<file path="config.mk">
export PLATFORM = sky130hd
export DESIGN_NAME = listen_duty_cycler
export DESIGN_NICKNAME = d
export VERILOG_FILES = /design/src/logic/listen_pkg.sv /design/src/logic/unit_tick_if.sv /design/src/logic/unit_tick_gen.sv /design/src/logic/listen_duty_cycler.sv
export SDC_FILE = /design/constraint.sdc
export NUM_CORES = 1
export LEC_CHECK = 0
export BUFFER_PORTS_ARGS = -buffer_cell sky130_fd_sc_hd__buf_2
export CAP_MARGIN = 10
export CORE_ASPECT_RATIO = 0.75
export CORE_MARGIN = 2
export CORE_UTILIZATION = 45
export CTS_CLUSTER_SIZE = 14
export DETAILED_ROUTE_END_ITERATION = 12
export PLACE_DENSITY = 0.74
export SYNTH_ARGS = -nofsm -noshare
export SYNTH_HDL_FRONTEND = slang
export SYNTH_HIERARCHICAL = 1
export SYNTH_SLANG_ARGS = --single-unit
</file>
<file path="constraint.sdc">
create_clock -name aclk -period 4.65 [get_ports aclk]
set_clock_uncertainty 0.2 [all_clocks]
set_input_delay 0.93 -clock aclk [delete_from_list [all_inputs] [get_ports aclk]]
set_output_delay 0.93 -clock aclk [all_outputs]
set_load 0.02 [all_outputs]
</file>
<file path="src/logic/listen_pkg.sv">
// Constants and types shared by the listen-mode duty cycler
//
// Summary of operation
// - The 2-bit idle unit picks 64 us, 4.1 ms or 262 ms from the RC time base for 01, 10 and 11; code 00 is reserved.
// - The 2-bit receive unit gives 64 us for 01, 4.1 ms for 10 and 262 ms for 11; 00 is reserved.
// - The idle phase lasts the 8-bit idle coefficient times the idle unit; the coefficient resets to 0xf5.
// - The receive phase lasts the receive coefficient times the receive unit, startup included; reset 0x20.
// - Criterion 0 accepts on signal strength above the limit; criterion 1 also needs a sync match.
// - End action 00 keeps receive on and stops the sequence until the host clears listen enable.
// - End action 01 waits for payload complete or timeout, then takes the stored mode and stops.
// - End action 10 waits for payload complete or timeout, then resumes in idle; buffered data is dropped at the next receive wakeup.
// - The read-only revision register holds the full revision high and the metal revision low.
package listen_pkg;

  // ------------------------------------------------------------
  // Register indices (byte address is four times the index)
  // ------------------------------------------------------------
  localparam logic [5:0] IDX_TIMING = 6'h0d;
  localparam logic [5:0] IDX_COEF_IDLE = 6'h0e;
  localparam logic [5:0] IDX_COEF_RX = 6'h0f;
  localparam logic [5:0] IDX_REVISION = 6'h10;
  localparam logic [5:0] IDX_CONTROL = 6'h11;
  localparam logic [5:0] IDX_STATUS = 6'h12;

  // ------------------------------------------------------------
  // Field positions and reset values
  // ------------------------------------------------------------
  localparam int POS_IDLE_UNIT = 6;
  localparam int POS_RX_UNIT = 4;
  localparam int POS_CRITERION = 3;
  localparam int POS_END_ACTION = 1;
  localparam int POS_ENABLE = 0;
  localparam int POS_MODE = 1;
  localparam logic [1:0] RST_IDLE_UNIT = 2'h2;
  localparam logic [1:0] RST_RX_UNIT = 2'h1;
  localparam logic RST_CRITERION = 1'b0;
  localparam logic [1:0] RST_END_ACTION = 2'h1;
  localparam logic [7:0] RST_COEF_IDLE = 8'hf5;
  localparam logic [7:0] RST_COEF_RX = 8'h20;
  localparam logic [2:0] RST_MODE = 3'h0;

  localparam logic [1:0] END_HOLD_RX = 2'h0;
  localparam logic [1:0] END_GO_MODE = 2'h1;
  localparam logic [1:0] END_RESUME = 2'h2;

  localparam logic [1:0] RESP_OKAY = 2'h0;
  localparam logic [1:0] RESP_DECERR = 2'h3;

  // ------------------------------------------------------------
  // Timing
  // ------------------------------------------------------------
  localparam int CLK_MHZ = 125;
  localparam int T_UNIT_FINE_US = 64;
  localparam int T_UNIT_MID_US = 4100;
  localparam int T_UNIT_COARSE_US = 262000;
  localparam int UNIT_FINE_CYCLES = T_UNIT_FINE_US * CLK_MHZ;
  localparam int UNIT_MID_CYCLES = T_UNIT_MID_US * CLK_MHZ;
  localparam int UNIT_COARSE_CYCLES = T_UNIT_COARSE_US * CLK_MHZ;

  typedef enum logic [5:0] {
    ST_OFF = 6'h01,
    ST_IDLE = 6'h02,
    ST_RX = 6'h04,
    ST_HOLD = 6'h08,
    ST_WAIT = 6'h10,
    ST_STOPPED = 6'h20
  } phase_t;

endpackage

</file>
<file path="src/logic/unit_tick_if.sv">
// Link between the sequencer and its time-unit generator
`timescale 1ns/10ps
interface unit_tick_if;
  logic restart;
  logic [1:0] unit_sel;
  logic tick;
  modport sequencer (output restart, output unit_sel, input tick);
  modport generator (input restart, input unit_sel, output tick);
endinterface

</file>
<file path="src/logic/unit_tick_gen.sv">
// Time-unit generator: one-cycle tick per selected unit
`timescale 1ns/10ps
module unit_tick_gen
  import listen_pkg::*;
#(
  parameter int unsigned FINE_CYCLES = UNIT_FINE_CYCLES,
  parameter int unsigned MID_CYCLES = UNIT_MID_CYCLES,
  parameter int unsigned COARSE_CYCLES = UNIT_COARSE_CYCLES
) (
  input wire logic aclk,
  input wire logic aresetn,
  unit_tick_if.generator link
);

  typedef struct packed {
    logic [31:0] cnt;
    logic tick;
  } gen_t;

  gen_t s;
  gen_t next_s;

  // Reserved code 00 falls back to the finest unit
  function automatic logic [31:0] unit_len(input logic [1:0] sel);
    unique case (sel)
      2'h2: unit_len = MID_CYCLES;
      2'h3: unit_len = COARSE_CYCLES;
      default: unit_len = FINE_CYCLES;
    endcase
  endfunction

  always_comb begin
    next_s = s;
    next_s.tick = 1'b0;
    if (link.restart) begin
      next_s.cnt = 32'h0;
    end else if (s.cnt >= unit_len(link.unit_sel) - 32'h1) begin
      next_s.cnt = 32'h0;
      next_s.tick = 1'b1;
    end else begin
      next_s.cnt = s.cnt + 32'h1;
    end
  end

  always_ff @(posedge aclk) begin
    if (!aresetn) begin
      s <= '0;
    end else begin
      s <= next_s;
    end
  end

  assign link.tick = s.tick;

endmodule // unit_tick_gen

</file>
<file path="src/logic/listen_duty_cycler.sv">
// Listen-mode duty cycler with AXI4-Lite register slave
`timescale 1ns/10ps
module listen_duty_cycler
  import listen_pkg::*;
#(
  parameter int unsigned FINE_CYCLES = UNIT_FINE_CYCLES,
  parameter int unsigned MID_CYCLES = UNIT_MID_CYCLES,
  parameter int unsigned COARSE_CYCLES = UNIT_COARSE_CYCLES,
  parameter logic [3:0] REV_FULL = 4'h1,  // Arbitrary value
  parameter logic [3:0] REV_METAL = 4'h0  // Arbitrary value
) (
  input wire logic aclk,
  input wire logic aresetn,
  input wire logic [7:0] s_axi_awaddr,
  input wire logic s_axi_awvalid,
  output logic s_axi_awready,
  input wire logic [31:0] s_axi_wdata,
  input wire logic [3:0] s_axi_wstrb,
  input wire logic s_axi_wvalid,
  output logic s_axi_wready,
  output logic [1:0] s_axi_bresp,
  output logic s_axi_bvalid,
  input wire logic s_axi_bready,
  input wire logic [7:0] s_axi_araddr,
  input wire logic s_axi_arvalid,
  output logic s_axi_arready,
  output logic [31:0] s_axi_rdata,
  output logic [1:0] s_axi_rresp,
  output logic s_axi_rvalid,
  input wire logic s_axi_rready,
  input wire logic signal_strength_limit,
  input wire logic sync_match,
  input wire logic payload_complete,
  input wire logic rx_timeout,
  output logic rx_on,
  output logic listen_active,
  output logic [2:0] op_mode,
  output logic fifo_flush
);

  // ------------------------------------------------------------
  // State
  // ------------------------------------------------------------
  typedef struct packed {
    phase_t st;
    logic [7:0] cnt;
    logic restart;
    logic rx_on;
    logic listening;
    logic [2:0] op_mode;
    logic fifo_flush;
    logic discard;
    logic [1:0] idle_unit;
    logic [1:0] rx_unit;
    logic crit;
    logic [1:0] end_act;
    logic [7:0] coef_idle;
    logic [7:0] coef_rx;
    logic en;
    logic [2:0] mode;
    logic awready;
    logic wready;
    logic aw_have;
    logic w_have;
    logic [7:0] awaddr;
    logic [31:0] wdata;
    logic [3:0] wstrb;
    logic bvalid;
    logic [1:0] bresp;
    logic arready;
    logic rvalid;
    logic [31:0] rdata;
    logic [1:0] rresp;
  } dc_t;

  dc_t s;
  dc_t next_s;
  unit_tick_if tl ();

  unit_tick_gen #(
    .FINE_CYCLES(FINE_CYCLES),
    .MID_CYCLES(MID_CYCLES),
    .COARSE_CYCLES(COARSE_CYCLES)
  ) u_tick (
    .aclk(aclk),
    .aresetn(aresetn),
    .link(tl.generator)
  );

  function automatic logic mapped(input logic [7:0] addr);
    mapped = addr[7:2] >= IDX_TIMING && addr[7:2] <= IDX_STATUS;
  endfunction

  // ------------------------------------------------------------
  // Combinational helpers
  // ------------------------------------------------------------
  logic accept;
  logic phase_done;
  logic rx_done;
  logic [7:0] cur_coef;

  always_comb begin
    accept = signal_strength_limit && (!s.crit || sync_match);
    rx_done = payload_complete || rx_timeout;
    cur_coef = (s.st == ST_RX) ? s.coef_rx : s.coef_idle;
    phase_done = (s.cnt == cur_coef);
  end

  // Unit choice follows the phase being timed
  assign tl.unit_sel = (s.st == ST_RX) ? s.rx_unit : s.idle_unit;
  assign tl.restart = s.restart;

  // ------------------------------------------------------------
  // Next state
  // ------------------------------------------------------------
  always_comb begin
    next_s = s;
    next_s.restart = 1'b0;
    next_s.fifo_flush = 1'b0;

    // Write channel
    if (s.awready && s_axi_awvalid) begin
      next_s.awaddr = s_axi_awaddr;
      next_s.aw_have = 1'b1;
      next_s.awready = 1'b0;
    end
    if (s.wready && s_axi_wvalid) begin
      next_s.wdata = s_axi_wdata;
      next_s.wstrb = s_axi_wstrb;
      next_s.w_have = 1'b1;
      next_s.wready = 1'b0;
    end
    if (s.aw_have && s.w_have && !s.bvalid) begin
      next_s.bvalid = 1'b1;
      next_s.bresp = mapped(s.awaddr) ? RESP_OKAY : RESP_DECERR;
      if (s.wstrb[0]) begin
        unique case (s.awaddr[7:2])
          IDX_TIMING: begin
            next_s.idle_unit = s.wdata[POS_IDLE_UNIT +: 2];
            next_s.rx_unit = s.wdata[POS_RX_UNIT +: 2];
            next_s.crit = s.wdata[POS_CRITERION];
            next_s.end_act = s.wdata[POS_END_ACTION +: 2];
          end
          IDX_COEF_IDLE: next_s.coef_idle = s.wdata[7:0];
          IDX_COEF_RX: next_s.coef_rx = s.wdata[7:0];
          IDX_CONTROL: begin
            next_s.en = s.wdata[POS_ENABLE];
            next_s.mode = s.wdata[POS_MODE +: 3];
          end
          default: ;
        endcase
      end
    end
    if (s.bvalid && s_axi_bready) begin
      next_s.bvalid = 1'b0;
      next_s.aw_have = 1'b0;
      next_s.w_have = 1'b0;
      next_s.awready = 1'b1;
      next_s.wready = 1'b1;
    end

    // Read channel
    if (s.arready && s_axi_arvalid) begin
      next_s.arready = 1'b0;
      next_s.rvalid = 1'b1;
      next_s.rresp = mapped(s_axi_araddr) ? RESP_OKAY : RESP_DECERR;
      unique case (s_axi_araddr[7:2])
        IDX_TIMING: next_s.rdata = {24'h0, s.idle_unit, s.rx_unit, s.crit, s.end_act, 1'b0};
        IDX_COEF_IDLE: next_s.rdata = {24'h0, s.coef_idle};
        IDX_COEF_RX: next_s.rdata = {24'h0, s.coef_rx};
        IDX_REVISION: next_s.rdata = {24'h0, REV_FULL, REV_METAL};
        IDX_CONTROL: next_s.rdata = {28'h0, s.mode, s.en};
        IDX_STATUS: next_s.rdata = {24'h0, s.discard, s.rx_on, s.st};
        default: next_s.rdata = 32'h0;
      endcase
    end
    if (s.rvalid && s_axi_rready) begin
      next_s.rvalid = 1'b0;
      next_s.arready = 1'b1;
    end

    // Sequencer
    // A tick in the restart cycle belongs to the old phase
    if (tl.tick && !s.restart) begin
      next_s.cnt = s.cnt + 8'h1;
    end
    unique case (s.st)
      ST_OFF: begin
        if (s.en) begin
          next_s.st = ST_IDLE;
          next_s.cnt = 8'h0;
          next_s.restart = 1'b1;
          next_s.listening = 1'b1;
        end
      end
      ST_IDLE: begin
        if (phase_done) begin
          next_s.st = ST_RX;
          next_s.cnt = 8'h0;
          next_s.restart = 1'b1;
          next_s.rx_on = 1'b1;
          next_s.fifo_flush = s.discard;
          next_s.discard = 1'b0;
        end
      end
      ST_RX: begin
        if (accept) begin
          next_s.st = (s.end_act == END_HOLD_RX) ? ST_HOLD : ST_WAIT;
        end else if (phase_done) begin
          next_s.st = ST_IDLE;
          next_s.cnt = 8'h0;
          next_s.restart = 1'b1;
          next_s.rx_on = 1'b0;
        end
      end
      ST_HOLD: ;
      ST_WAIT: begin
        if (rx_done) begin
          if (s.end_act == END_GO_MODE) begin
            next_s.st = ST_STOPPED;
            next_s.op_mode = s.mode;
            next_s.rx_on = 1'b0;
            next_s.listening = 1'b0;
          end else begin
            next_s.st = ST_IDLE;
            next_s.cnt = 8'h0;
            next_s.restart = 1'b1;
            next_s.rx_on = 1'b0;
            next_s.discard = 1'b1;
          end
        end
      end
      ST_STOPPED: ;
      default: next_s.st = ST_OFF;
    endcase
    if (s.st == ST_HOLD) begin
      next_s.listening = 1'b0;
    end
    // Clearing enable always wins; the host must do it after a stop
    if (!s.en) begin
      next_s.st = ST_OFF;
      next_s.rx_on = 1'b0;
      next_s.listening = 1'b0;
      next_s.discard = 1'b0;
      next_s.fifo_flush = 1'b0;
    end
  end

  always_ff @(posedge aclk) begin
    if (!aresetn) begin
      s <= '0;
      s.st <= ST_OFF;
      s.idle_unit <= RST_IDLE_UNIT;
      s.rx_unit <= RST_RX_UNIT;
      s.crit <= RST_CRITERION;
      s.end_act <= RST_END_ACTION;
      s.coef_idle <= RST_COEF_IDLE;
      s.coef_rx <= RST_COEF_RX;
      s.mode <= RST_MODE;
      s.awready <= 1'b1;
      s.wready <= 1'b1;
      s.arready <= 1'b1;
    end else begin
      s <= next_s;
    end
  end

  assign s_axi_awready = s.awready;
  assign s_axi_wready = s.wready;
  assign s_axi_bresp = s.bresp;
  assign s_axi_bvalid = s.bvalid;
  assign s_axi_arready = s.arready;
  assign s_axi_rdata = s.rdata;
  assign s_axi_rresp = s.rresp;
  assign s_axi_rvalid = s.rvalid;
  assign rx_on = s.rx_on;
  assign listen_active = s.listening;
  assign op_mode = s.op_mode;
  assign fifo_flush = s.fifo_flush;
endmodule // listen_duty_cycler

</file>
**Word level (Yosys, flattened, before mapping)**

Index checks and enable logic that the tools add are counted.

- Memory bits (read-only): 0
- Memories: 0
- Bits in writable memories: 0
- Bits of input ports: 63
- Logic and storage cells: 134
- Output and inout port bits: 47
- Flip-flop bits (word level): 142
- Bits in latches: 0

- Divide/modulo/power cells: 0
- $mul: 0
- Reductions and logical operators: 37
- Equality and inequality tests: 28
- Shift operators: 0
- Mux-type cells: 27
- Bitwise logic cells: 3
- $add $sub $neg: 3
- Magnitude comparators: 5

Operator list:

| cell | number |
|---|---|
| one-hot mux 25 bit (2 select lines) | 1 |
| one-hot mux 8 bit (6 select lines) | 1 |
| equality test 6 x 4 -> 1 bit (second input constant) | 7 |
| one-hot mux 9 bit (4 select lines) | 1 |
| adder 32 x 1 -> 32 bit (second input constant) | 1 |
| greater-or-equal comparator 32 bit | 1 |
| 2-to-1 mux 16 bit | 2 |
| 2-to-1 mux 32 bit | 1 |
| subtractor 32 x 1 -> 32 bit (second input constant) | 1 |
| equality test 6 x 5 -> 1 bit (second input constant) | 5 |
| one-hot mux 6 bit (5 select lines) | 1 |
| 2-to-1 mux 20 bit | 1 |
| AND reduction 3 bit | 6 |
| 2-to-1 mux 8 bit | 2 |
| 2-to-1 mux 15 bit | 1 |
| != test 2 bit (second input constant) | 7 |
| greater-or-equal comparator 6 x 4 -> 1 bit (second input constant) | 2 |
| <= comparator 6 x 5 -> 1 bit (second input constant) | 2 |
| 2-to-1 mux 6 bit | 2 |
| logical AND 1 bit | 11 |
| 2-to-1 mux 10 bit | 1 |
| AND reduction 5 bit | 2 |
| 2-to-1 mux 9 bit | 1 |
| adder 8 x 1 -> 8 bit (second input constant) | 1 |
| 24 further kinds | 42 |

**Logic depth before layout (Yosys ltp)**

Gate-level depths: netlist of the first run.

- Depth after elaboration: 8
- Mapped depth: 15
- Mapped depth without buffers: 12

**Hierarchy**

Netlist of the first run, hierarchy kept.

By module, submodules not included:

| module | cells an instance | seq. area each (um2) | times used | area an instance (um2) |
|---|---|---|---|---|
| listen_duty_cycler | 518 | 1,621.6 | 1 | 4,334.2 |
| unit_tick_gen | 196 | 660.6 | 1 | 1,991.9 |

**Worst setup path before layout of the first run**

No wires, ideal clock.

- Path type: flip-flop to flip-flop
- Start: register s[135] (netlist bit)
- End: register u_tick/s[20] (netlist bit)
- Data arrival time: 3.236 ns
- Clock period less this slack: 3.576 ns
- Cell stages (with the launch flop): 16
- Library setup time: 0.141 ns
- Slack: 1.074 ns
- Required time: 4.309 ns
- Buffers on the path: 3
- Path through: dfxtp_1 > buf_6 > or4b_4 > buf_6 > nor2_1 > nand2_1 > nand2_1 > and2_1 > inv_1 > ha_1 > nand4_1 > nor4_1 > o32ai_4 > o211ai_4 > buf_6 > nor3_2

- Longest elaborated chain between the ends: 8
- Elaborated cells on any way between the ends: 9
- Classes of those cells: 1 x add/sub; 1 x order compare; 3 x eq/ne; 3 x mux; 1 x reduce/logical

RTL lines:

| what | RTL line | text |
|---|---|---|
| start: declaration | listen_duty_cycler.sv:76 | `dc_t s;` |
| start signal: assignment | listen_duty_cycler.sv:264 | `s <= next_s;` |
| equality test 6 x 3 -> 1 bit (*) | listen_duty_cycler.sv:110 | `assign tl.unit_sel = (s.st == ST_RX) ? s.rx_unit : s.idle_unit;` |
| 2-to-1 mux 2 bit (*) | listen_duty_cycler.sv:110 |  |
| via tl.unit_sel[1] | unit_tick_if.sv:5 | `logic [1:0] unit_sel;` |
| equality test 2 bit | unit_tick_gen.sv:25 | `unique case (sel)` |
| one-hot mux 25 bit (2 select lines) (*) | unit_tick_gen.sv:25 |  |
| 2-to-1 mux 32 bit (*) | unit_tick_gen.sv:35 | `if (link.restart) begin` |
| subtractor 32 x 1 -> 32 bit (*) | unit_tick_gen.sv:37 | `end else if (s.cnt >= unit_len(link.unit_sel) - 32'h1) begin` |
| greater-or-equal comparator 32 bit (*) | unit_tick_gen.sv:37 |  |
| OR reduction 3 bit (no source line) (*) | - |  |
| end signal: assignment | unit_tick_gen.sv:49 | `s <= next_s;` |
| end: declaration | unit_tick_gen.sv:20 | `gen_t s;` |

The timed path passes the listed nets; every way through them passes the cells marked *. The select of a mux whose other input is x is not followed.
A chain may end at the register's enable or synchronous reset.

**Final worst setup path of the first run**

- Start: register s[131] (netlist bit)
- End: register u_tick/s[14] (netlist bit)

The elaborated chain is that of the path after synthesis.

==> impl_metrics.env, run 1 <==
export IMPL_ctsResizeCount=0
export IMPL_ctsRootBufferMaster="clkbuf_16"
export IMPL_synth_ff_type="dfxtp_1"
export IMPL_crit_slowest_cell="or4b_4"
export IMPL_synth_xor_xnor_area_share=0.04569
export IMPL_grt_pass1_vias=4483
export IMPL_start_kind="flop"
export IMPL_whs_ns=0.2873
export IMPL_path_class="flop to flop"
export IMPL_drtPass1Iterations=5
export IMPL_grt_pass1_wl_um=22930
export IMPL_grt_ovfl_total=0
export IMPL_synth_area_mux_share=0.05578
export IMPL_grt_max_degree=33
export IMPL_nNetsFinal=836
export IMPL_chipHeight_um=106.7
export IMPL_synth_fa_ha_area_frac=0.04351
export IMPL_crit_fanout=17
export IMPL_cts_tree="done"
export IMPL_place_area_um2=6528
export IMPL_synth_edf_count=0
export IMPL_end_kind="flop"
export IMPL_h_tree_depth=4
export IMPL_synth_top_family_by_area="simple AND/OR/NAND/NOR gates"
export IMPL_fmax_mhz=243.0
export IMPL_die_area_um2=15030
export IMPL_start_util=0.4617
export IMPL_ys_seq_elements=114
export IMPL_ctsHoldBuffers=0
export IMPL_powerDensity_nw_per_um2=341.2
export IMPL_ys_seq_area_frac=0.3608
export IMPL_ant_nets=0
export IMPL_drive_gt1_frac=0.1806
export IMPL_critPathCapture="u_tick/s[14]"
export IMPL_ioPinCount=110
export IMPL_numCtsBuffers=17
export IMPL_synth_largest_area_cell="dfxtp_1"
export IMPL_worst_pin_slew_ns=0.7334
export IMPL_cts_sinks=114
export IMPL_p_leak_nw=2.935
export IMPL_reg2reg_depth=13
export IMPL_die_w_um=140.9
export IMPL_post_route_drc_count=0
export IMPL_vias=5061
export IMPL_peakVddDrop_uv=283.5
export IMPL_yosysTopAreaCellShare=0.3608
export IMPL_slew_limit_headroom=0.5073
export IMPL_fin_setup_tns_ns=0
export IMPL_worst_ep_arrival_time_ns=4.19
export IMPL_totalWireLength_um=13960
export IMPL_yosysMostFrequentCell="dfxtp_1"
export IMPL_period_share=0.8852
export IMPL_cpPeakStageDelay_ns=0.65
export IMPL_crit_required_ns=4.72
export IMPL_synth_area_um2=6326
export IMPL_post_route_util=0.5189
export IMPL_avgSynthCellArea_um2=8.860
export IMPL_area_delta_synth_final_pct=12.40
export IMPL_hold_viol=0
export IMPL_clk_path_buf_depth=2
export IMPL_numPortBuffers=54
export IMPL_setup_violations=0
export IMPL_first_iter_violations=424
export IMPL_post_route_min_period_ns=4.116
export IMPL_reg2reg_to="u_tick/s[14]"
export IMPL_clk_latency_ns=0.42
export IMPL_crit_top_cell="nand2_1"
export IMPL_synth_cell_types=68
export IMPL_synth_common_cells="dfxtp_1 (114), nand2_1 (95), buf_4 (42), mux2i_1 (33), a21oi_1 (28)"
export IMPL_rsz0062_at_grt="no"
export IMPL_yosysWarnings=6
export IMPL_path_cells="or4b_4 > nor2_1 > nand2_1 > nand2_1 > and2_1 > inv_1 > ha_1 > nand4_1 > nor4_1 > o32ai_4 > o211ai_4 > buf_4 > nor3_1"
export IMPL_status="finished clean"
export IMPL_synth_compound_area_share=0.1375
export IMPL_ys_async_sr_fraction=0
export IMPL_fill_cells=1258
export IMPL_hp_class="flop to flop"
export IMPL_antenna_found_initial=0
export IMPL_clkSlewWorstSetupHoldPaths_ns=0.06
export IMPL_detail_route_wl_per_cell_um=14.86
export IMPL_maxCapViolations=0
export IMPL_dp_slack_ns=0.5822
export IMPL_place_congestion=0.8906
export IMPL_antennaDiodeCount=0
export IMPL_postCtsSetupRepairBufs=0
export IMPL_startpoint="s[131]"
export IMPL_r2r_start="s[131]"
export IMPL_track_usage=0.1908
export IMPL_drv_slew=0
export IMPL_fp_coreArea_um2=13700
export IMPL_worst_slack_ns=0.5340
export IMPL_rows=37
export IMPL_vias_per_cell=5.390
export IMPL_synth_simple_area_share=0.2727
export IMPL_rrSetupSlack_ns=0.53
export IMPL_final_area_um2=7111
export IMPL_synthesis_instances=714
export IMPL_dp_hpwl_um=10090
export IMPL_synthTopCellsByArea="dfxtp_1 (36%), nand2_1 (5.6%), mux2i_1 (5.2%)"
==> registers in the layout, summed over array words and instances, names as in the netlist, 3 cells and up <==
register     flops
u_tick/s        32
op_mode          3
s               59
s_axi_rdata      8
==> how the worst min path moves through the flow <==
stage | from | end | slack (ns) | cells past startpoint
after floorplan | u_tick/s[1] | u_tick/s[1] | 0.24 | 1
after global placement | u_tick/s[1] | u_tick/s[1] | 0.26 | 1
after detailed placement | listen_active | listen_active | 0.28 | 2
after CTS | u_tick/s[1] | u_tick/s[1] | 0.29 | 1
after global routing | listen_active | listen_active | 0.30 | 2
final | u_tick/s[1] | u_tick/s[1] | 0.29 | 1
==> layout by cell type, fill, tap and decap left out, types with 20 or more instances in the layout <==
master | netlist | final
a21oi_1 | 28 | 28
buf_2 | 2 | 54
conb_1 | 2 | 32
dfxtp_1 | 114 | 114
ha_1 | 22 | 22
mux2i_1 | 33 | 33
nand2_1 | 95 | 95
nand3_1 | 23 | 23
nor2_1 | 22 | 22
nor2b_1 | 27 | 27
nor3_1 | 20 | 20
nor3_2 | 21 | 21
o21ai_0 | 24 | 24
xor2_1 | 20 | 20
==> logic make-up (layout without fill, tap and decap cells) <==
| logic type | Yosys count | in the layout |
|---|---|---|
| AOI/OAI and AO/OA | 121 | 121 |
| xor gates and xnor gates | 33 | 33 |
| adders and majority gates | 22 | 22 |
| buffers and inverters | 89 | 109 |
| DFF | 114 | 114 |
| muxes | 35 | 35 |
| other | 2 | 32 |
| and+or+nand+nor | 298 | 298 |
==> metal layers <==
layer  track usage  part of all wire
met5             0                 0
met1        0.2897              0.50
met2        0.2707              0.42
met3       0.04466             0.072
met4       0.04571            0.0059
==> power by group <==
group	internal [mW]	switching [mW]	total (mW)
Sequential	0.996	0.0198	1.02
Clock	0.760	0.528	1.29
Combinational	0.0439	0.0790	0.123
Total	1.80	0.627	2.43
==> stage by stage <==
step,power [mW],cells
floorplan,1.140,744
global placement,1.156,907
detailed placement,1.159,907
CTS,2.446,939
global route,2.508,939
finish,2.426,939
==> worst max-delay path: cells and delay by family, from the launching register on <==
family                     cells  cell delay (ns)
buffers and inverters          2             0.43
and+or+nand+nor                8             2.36
AOI/OAI and AO/OA              2             0.23
DFF                            1             0.42
adders and majority gates      1             0.32
==> layout make-up <==
type	instances	area (µm²)	share of cell area
Inverter	13	48.80	0.006863
Sequential cell	114	2282	0.3210
Timing Repair Buffer	64	345.3	0.04857
Multi-Input combinational cell	541	3632	0.5108
Clock buffer	17	425.4	0.05983
Clock inverter	15	157.7	0.02217
Tap cell	175	219.0	0.03079
(Power assumes the default switching activity.)
==> inputs of run 2 (changes only) <==
--- a/config.mk
+++ b/config.mk
@@ -12,7 +12,7 @@
 export CORE_UTILIZATION = 45
 export CTS_CLUSTER_SIZE = 14
 export DETAILED_ROUTE_END_ITERATION = 12
-export PLACE_DENSITY = 0.74
+export PLACE_DENSITY = 0.77
 export SYNTH_ARGS = -nofsm -noshare
 export SYNTH_HDL_FRONTEND = slang
 export SYNTH_HIERARCHICAL = 1
==> constraint.sdc (replaced) <==
create_clock -name aclk -period 3.4 [get_ports aclk]
set_clock_uncertainty 0.2 [all_clocks]
set_input_delay 0.68 -clock aclk [delete_from_list [all_inputs] [get_ports aclk]]
set_output_delay 0.68 -clock aclk [all_outputs]
set_load 0.02 [all_outputs]
==> run 2 against run 1 <==
  * Critical path depth unchanged
  * Clock power rose by 49%
  * Combinational power is 40% higher
  * Non-clock buffer count increased by 7
  * Total power grew 43%
  * Die area stayed put
  * Via count is 1.8% higher
  * Sequential share of layout area shrank 0.87 points
  * Global-route usage up 0.29 points
  * Sequential power increased by 36%
  * Hold slack got worse by 0.024 ns
  * Critical endpoint is now u_tick/s[9]
  * Largest cell class unchanged
==> impl_metrics.env, run 2 (synthesized netlist as in run 1, its figures left out) <==
export IMPL_hold_start="s_axi_wvalid"
export IMPL_postCtsSetupRepairBufs=0
export IMPL_end_kind="flop"
export IMPL_fp_coreArea_um2=13700
export IMPL_chipHeight_um=106.7
export IMPL_numCtsBuffers=17
export IMPL_slew_limit_headroom=0.4907
export IMPL_detail_route_wl_per_cell_um=15.24
export IMPL_powerDensity_nw_per_um2=475.7
export IMPL_final_area_um2=7310
export IMPL_dp_hpwl_um=10290
export IMPL_reg2reg_to="u_tick/s[9]"
export IMPL_track_usage=0.1937
export IMPL_grt_ovfl_total=0
export IMPL_final_cell_mix="dfxtp_1 (114), nand2_1 (93), buf_2 (54)"
export IMPL_ctsHoldBuffers=0
export IMPL_rrSetupSlack_ns=0.12
export IMPL_hp_class="input port to flop"
export IMPL_worst_pin_slew_ns=0.7581
export IMPL_status="finished clean"
export IMPL_start_kind="flop"
export IMPL_regMostFlops="s"
export IMPL_hold_depth=2
export IMPL_start_util=0.4617
export IMPL_grt_pass1_wl_um=23180
export IMPL_rows=37
export IMPL_antennaDiodeCount=0
export IMPL_ctsRootBufferMaster="clkbuf_16"
export IMPL_fmax_mhz=305.1
export IMPL_grt_pass1_vias=4593
export IMPL_hold_viol=0
export IMPL_clk_latency_ns=0.42
export IMPL_r2r_start="s[135]"
export IMPL_vias_per_cell=5.446
export IMPL_numPortBuffers=54
export IMPL_crit_required_ns=3.49
export IMPL_first_iter_violations=550
export IMPL_antenna_found_initial=0
export IMPL_whs_ns=0.2629
export IMPL_maxCapViolations=0
export IMPL_fill_cells=1205
export IMPL_cts_tree="done"
export IMPL_largest_reg_flops=59
export IMPL_clk_path_buf_depth=2
export IMPL_ant_nets=0
export IMPL_nNetsFinal=843
export IMPL_post_route_min_period_ns=3.277
export IMPL_post_route_drc_count=0
export IMPL_finalPower_mw=3.477
export IMPL_peakVddDrop_uv=346.2
export IMPL_ctsResizeCount=0
export IMPL_path_class="flop to flop"
export IMPL_layout_commonest_cell="dfxtp_1"
export IMPL_startpoint="s[135]"
export IMPL_reg2reg_depth=13
export IMPL_totalWireLength_um=14410
export IMPL_place_area_um2=6619
export IMPL_ioPinCount=110
export IMPL_drive_gt1_frac=0.1997
export IMPL_drv_slew=0
export IMPL_die_area_um2=15030
export IMPL_period_share=0.9639
export IMPL_die_w_um=140.9
export IMPL_setup_violations=0
export IMPL_p_leak_nw=3.015
export IMPL_grt_max_degree=47
export IMPL_place_congestion=0.8445
export IMPL_crit_fanout=8
export IMPL_h_tree_depth=4
export IMPL_vias=5152
export IMPL_clkSlewWorstSetupHoldPaths_ns=0.06
export IMPL_drtPass1Iterations=5
export IMPL_holdPathEnd="s_axi_wready"
export IMPL_cts_sinks=114
export IMPL_worst_ep_arrival_time_ns=3.37
export IMPL_area_delta_synth_final_pct=15.55
-- run 2: cell types whose count changed in the layout (fill, tap and decap cells not counted), sizes merged --
| cell | previous run | this run |
|---|---|---|
| bufinv | 1 | 4 |
| clkinv | 1 | 3 |
| inv | 24 | 16 |
| buf | 64 | 70 |
| clkbuf | 17 | 19 |
| clkinvlp | 2 | 4 |
-- run 2: layer usage --
metal / vias to the layer above / wire [µm] / GRT usage
met2: 149 / 6045 / 0.2721
li1: 2550 / - / -
met4: 0 / 172 / 0.06571
met3: 19 / 806 / 0.05002
met5: - / 0 / 0
met1: 2434 / 7388 / 0.2860
-- run 2: area by class of cell --
| type | count | area, µm² | area share |
|---|---|---|---|
| clock buffers | 18 | 439.2 | 0.06008 |
| clock inverters | 14 | 202.7 | 0.02773 |
| inverters | 13 | 48.80 | 0.006676 |
| multi-input cells | 541 | 3677 | 0.5031 |
| flip-flops and latches | 114 | 2282 | 0.3122 |
| well taps | 175 | 219.0 | 0.02996 |
| repair buffers | 71 | 440.4 | 0.06025 |
-- run 2: where the power goes --
group / internal [mW] / leakage, nW / switching, mW
sequential: 1.36 / 0.926 / 0.0271
clock: 1.25 / 0.300 / 0.662
combinational: 0.0613 / 1.79 / 0.111
total: 2.68 / 3.01 / 0.800
-- run 2: stage by stage --
stage / instances / worst slack [ns] / setup TNS, ns / util
floorplan: 744 / 0.01864 / 0 / -
global placement: 913 / 0.1406 / 0 / 0.4830
detailed placement: 913 / 0.07529 / 0 / 0.4830
CTS: 945 / 0.04107 / 0 / 0.5299
global route: 946 / -0.01161 / -0.07457 / 0.5334
finish: 946 / 0.1227 / 0 / 0.5334
-- run 2: how the worst max path moves through the flow --
stage                        end  slack [ns]  cells past startpoint
floorplan           u_tick/s[20]        0.02                     15
detailed placement  u_tick/s[15]        0.08                     13
global route        u_tick/s[22]       -0.01                     13
CTS                 u_tick/s[15]        0.04                     13
global placement    u_tick/s[19]        0.14                     13
finish               u_tick/s[9]        0.12                     13
-- run 2: worst max-delay path: stages (launching register included) --
cell and delay (ns):
dfxtp_1 0.32, or4b_4 0.57, nor2_4 0.12, nand2_1 0.07
nand2_2 0.08, buf_4 0.14, inv_1 0.10, ha_1 0.31
nand4_1 0.18, nor3_1 0.27, o2111ai_1 0.17, o211ai_4 0.33
clkbuf_16 0.23, nor3_2 0.05
==> inputs of run 3 (changes only) <==
--- a/config.mk
+++ b/config.mk
@@ -10,10 +10,11 @@
 export CORE_ASPECT_RATIO = 0.75
 export CORE_MARGIN = 2
 export CORE_UTILIZATION = 45
+export CTS_BUF_LIST = sky130_fd_sc_hd__clkbuf_4 sky130_fd_sc_hd__clkbuf_8
 export CTS_CLUSTER_SIZE = 14
 export DETAILED_ROUTE_END_ITERATION = 12
 export PLACE_DENSITY = 0.77
+export SKIP_CTS_REPAIR_TIMING = 1
 export SYNTH_ARGS = -nofsm -noshare
 export SYNTH_HDL_FRONTEND = slang
-export SYNTH_HIERARCHICAL = 1
 export SYNTH_SLANG_ARGS = --single-unit
==> run 3 against run 2 <==
  * Via count decreased by 3.1%
  * Combinational power about the same
  * Hold slack got worse by 0.014 ns
  * Fmax decreased by 0.47%
  * Clock-buffer cell count unchanged
  * Sequential share of layout area increased by 1.5 points
  * Setup slack got worse by 0.015 ns
  * Wire length decreased by 5.0%
  * Register-to-register slack got worse by 0.02 ns
  * Non-clock buffer count increased by 4
  * Critical path type unchanged
  * Largest cell class unchanged
  * Largest power group is now sequential cells
==> impl_metrics.env, run 3 <==
export IMPL_status="finished clean"
export IMPL_routed_wl_met2_um=5566
export IMPL_stdcell_count=925
export IMPL_startpoint="s[135]"
export IMPL_grt_pass1_vias=4340
export IMPL_place_congestion=0.9256
export IMPL_area_delta_synth_final_pct=14.21
export IMPL_die_area_um2=14530
export IMPL_crit_top_cell="a221o_1"
export IMPL_place_area_um2=6465
export IMPL_hp_class="input port to flop"
export IMPL_start_kind="flop"
export IMPL_die_w_um=138.5
export IMPL_synthTopCellsByArea="dfxtp_1 (37%), mux2i_1 (5.6%), buf_4 (4.8%)"
export IMPL_ctsRootBufferMaster="clkbuf_8"
export IMPL_ioPinCount=110
export IMPL_synth_largest_area_cell="dfxtp_1"
export IMPL_synth_area_um2=6110
export IMPL_nNetsFinal=827
export IMPL_worst_slack_ns=0.1073
export IMPL_detail_route_wl_per_cell_um=14.80
export IMPL_numPortBuffers=54
export IMPL_rrSetupSlack_ns=0.11
export IMPL_synthesis_instances=682
export IMPL_drtPass1Iterations=6
export IMPL_synth_common_cells="dfxtp_1 (114), nand2_1 (62), buf_4 (39), nor3_1 (38), nor2b_1 (36)"
export IMPL_slew_limit_headroom=0.3483
export IMPL_numCtsBuffers=17
export IMPL_dp_hpwl_um=9798
export IMPL_clk_path_buf_depth=2
export IMPL_start_util=0.4661
export IMPL_crit_slowest_cell="nor4_4"
export IMPL_clkSlewWorstSetupHoldPaths_ns=0.07
export IMPL_powerDensity_nw_per_um2=387.2
export IMPL_ys_seq_elements=114
export IMPL_reg2reg_depth=12
export IMPL_first_iter_violations=451
export IMPL_h_tree_depth=4
export IMPL_vias_per_cell=5.397
export IMPL_setup_violations=0
export IMPL_critPathCapture="u_tick.s[21]"
export IMPL_crit_fanout=7
export IMPL_cts_tree="done"
export IMPL_routed_wl_met3_um=874
export IMPL_synth_cell_types=70
export IMPL_largest_reg_flops=59
export IMPL_layout_commonest_cell="dfxtp_1"
export IMPL_ant_nets=0
export IMPL_dp_slack_ns=0.01470
export IMPL_fp_coreArea_um2=13110
export IMPL_end_kind="flop"
export IMPL_rsz0062_at_grt="yes"
export IMPL_final_cell_mix="dfxtp_1 (113), nand2_1 (61), buf_2 (54)"
export IMPL_fmax_mhz=303.7
export IMPL_final_area_um2=6978
export IMPL_rows=36
export IMPL_dpl_cell_count=891
export IMPL_grt_ovfl_total=0
export IMPL_vias=4992
export IMPL_drive_gt1_frac=0.2056
export IMPL_cpPeakStageDelay_ns=0.36
export IMPL_r2r_start="s[135]"
export IMPL_antennaDiodeCount=0
export IMPL_drt_met1_wl_um=7129
export IMPL_post_route_min_period_ns=3.293
export IMPL_worst_pin_slew_ns=0.9695
export IMPL_ys_seq_area_frac=0.3735
export IMPL_avgSynthCellArea_um2=8.958
export IMPL_peakVddDrop_uv=310.8
export IMPL_path_cells="nor4_4 > nand2_4 > mux2i_4 > nor2_2 > inv_2 > ha_1 > and2_0 > a221o_1 > a21o_1 > a221o_1 > buf_4 > nor3_2"
export IMPL_period_share=0.9684
export IMPL_chipHeight_um=104.9
export IMPL_post_route_drc_count=0
export IMPL_maxCapViolations=0
export IMPL_maxUsedRoutingLayer="met4"
export IMPL_p_leak_nw=2.857
export IMPL_synth_ff_type="dfxtp_1"
export IMPL_grt_pass1_wl_um=21620
export IMPL_reg2reg_to="u_tick.s[21]"
export IMPL_synth_edf_count=0
export IMPL_antenna_found_initial=0
export IMPL_cts_sinks=114
export IMPL_clk_latency_ns=0.44
export IMPL_crit_required_ns=3.56
export IMPL_ys_async_sr_fraction=0
export IMPL_yosysMostFrequentCell="dfxtp_1"
export IMPL_track_usage=0.1833
export IMPL_drv_slew=0
export IMPL_grt_max_degree=57
export IMPL_yosysWarnings=0
export IMPL_totalWireLength_um=13690
export IMPL_yosysTopAreaCellShare=0.3735
export IMPL_path_class="flop to flop"
export IMPL_worst_ep_arrival_time_ns=3.45
export IMPL_hold_viol=0
export IMPL_regMostFlops="s"
## run 3: worst min path at each step
stage / from / endpoint / slack (ns) / cells after the start
final: s_axi_wvalid / s_axi_wready / 0.25 / 2
after detailed placement: u_tick.s[1] / u_tick.s[1] / 0.25 / 1
after floorplan: s[114] / fifo_flush / 0.22 / 2
after global placement: s_axi_rdata[3] / s_axi_rdata[3] / 0.25 / 2
after global routing: s_axi_wvalid / s_axi_wready / 0.27 / 2
after CTS: s_axi_wvalid / s_axi_wready / 0.22 / 2
## run 3: power breakdown
group	internal (mW)	switching (mW)	total (mW)	leakage, nW
clock	0.529	0.609	1.14	0.164
sequential	1.36	0.0302	1.39	0.926
combinational	0.0640	0.109	0.173	1.77
## run 3: logic make-up (layout without fill, tap and decap cells)
kind of cell,Yosys count,after routing,synth area share
and+or+nand+nor,274,274,0.2466
DFF,114,114,0.3735
AOI/OAI and AO/OA,106,106,0.1317
buffers and inverters,86,127,0.07884
muxes,41,41,0.06861
xor gates and xnor gates,37,37,0.05304
adders and majority gates,23,23,0.04710
other,1,32,0.0006138
## run 3: worst max-delay path, delay by kind of cell (launching register included)
kind	cells	cell delay (ns)
and+or+nand+nor	5	1.01
AOI/OAI and AO/OA	3	0.82
DFF	1	0.34
buffers and inverters	2	0.31
adders and majority gates	1	0.30
muxes	1	0.23
## run 3: cell type report
cell class,count,area [µm²]
Fill cell,1172,6130
Tap cell,171,214.0
Inverter,20,75.07
Clock inverter,14,107.6
Multi-Input combinational cell,513,3615
Sequential cell,114,2283
Clock buffer,18,247.7
Timing Repair Buffer,75,435.4
## run 3: layer usage
layer / vias to the layer above / track usage
met2: 160 / 0.2504
met3: 13 / 0.04354
li1: 2475 / -
met5: - / 0
met4: 0 / 0.05248
met1: 2344 / 0.2825
## run 3: stage by stage
step                      hold slack, ns    util  power (mW)  TNS [ns]
after floorplan                   0.2227       -       1.561         0
after CTS                         0.2231  0.5203       2.715  -0.02902
final                             0.2488  0.5324       2.702         0
after global placement            0.2548  0.4932       1.586         0
after detailed placement          0.2534  0.4932       1.590         0
after global routing              0.2694  0.5324       2.813   -0.6866
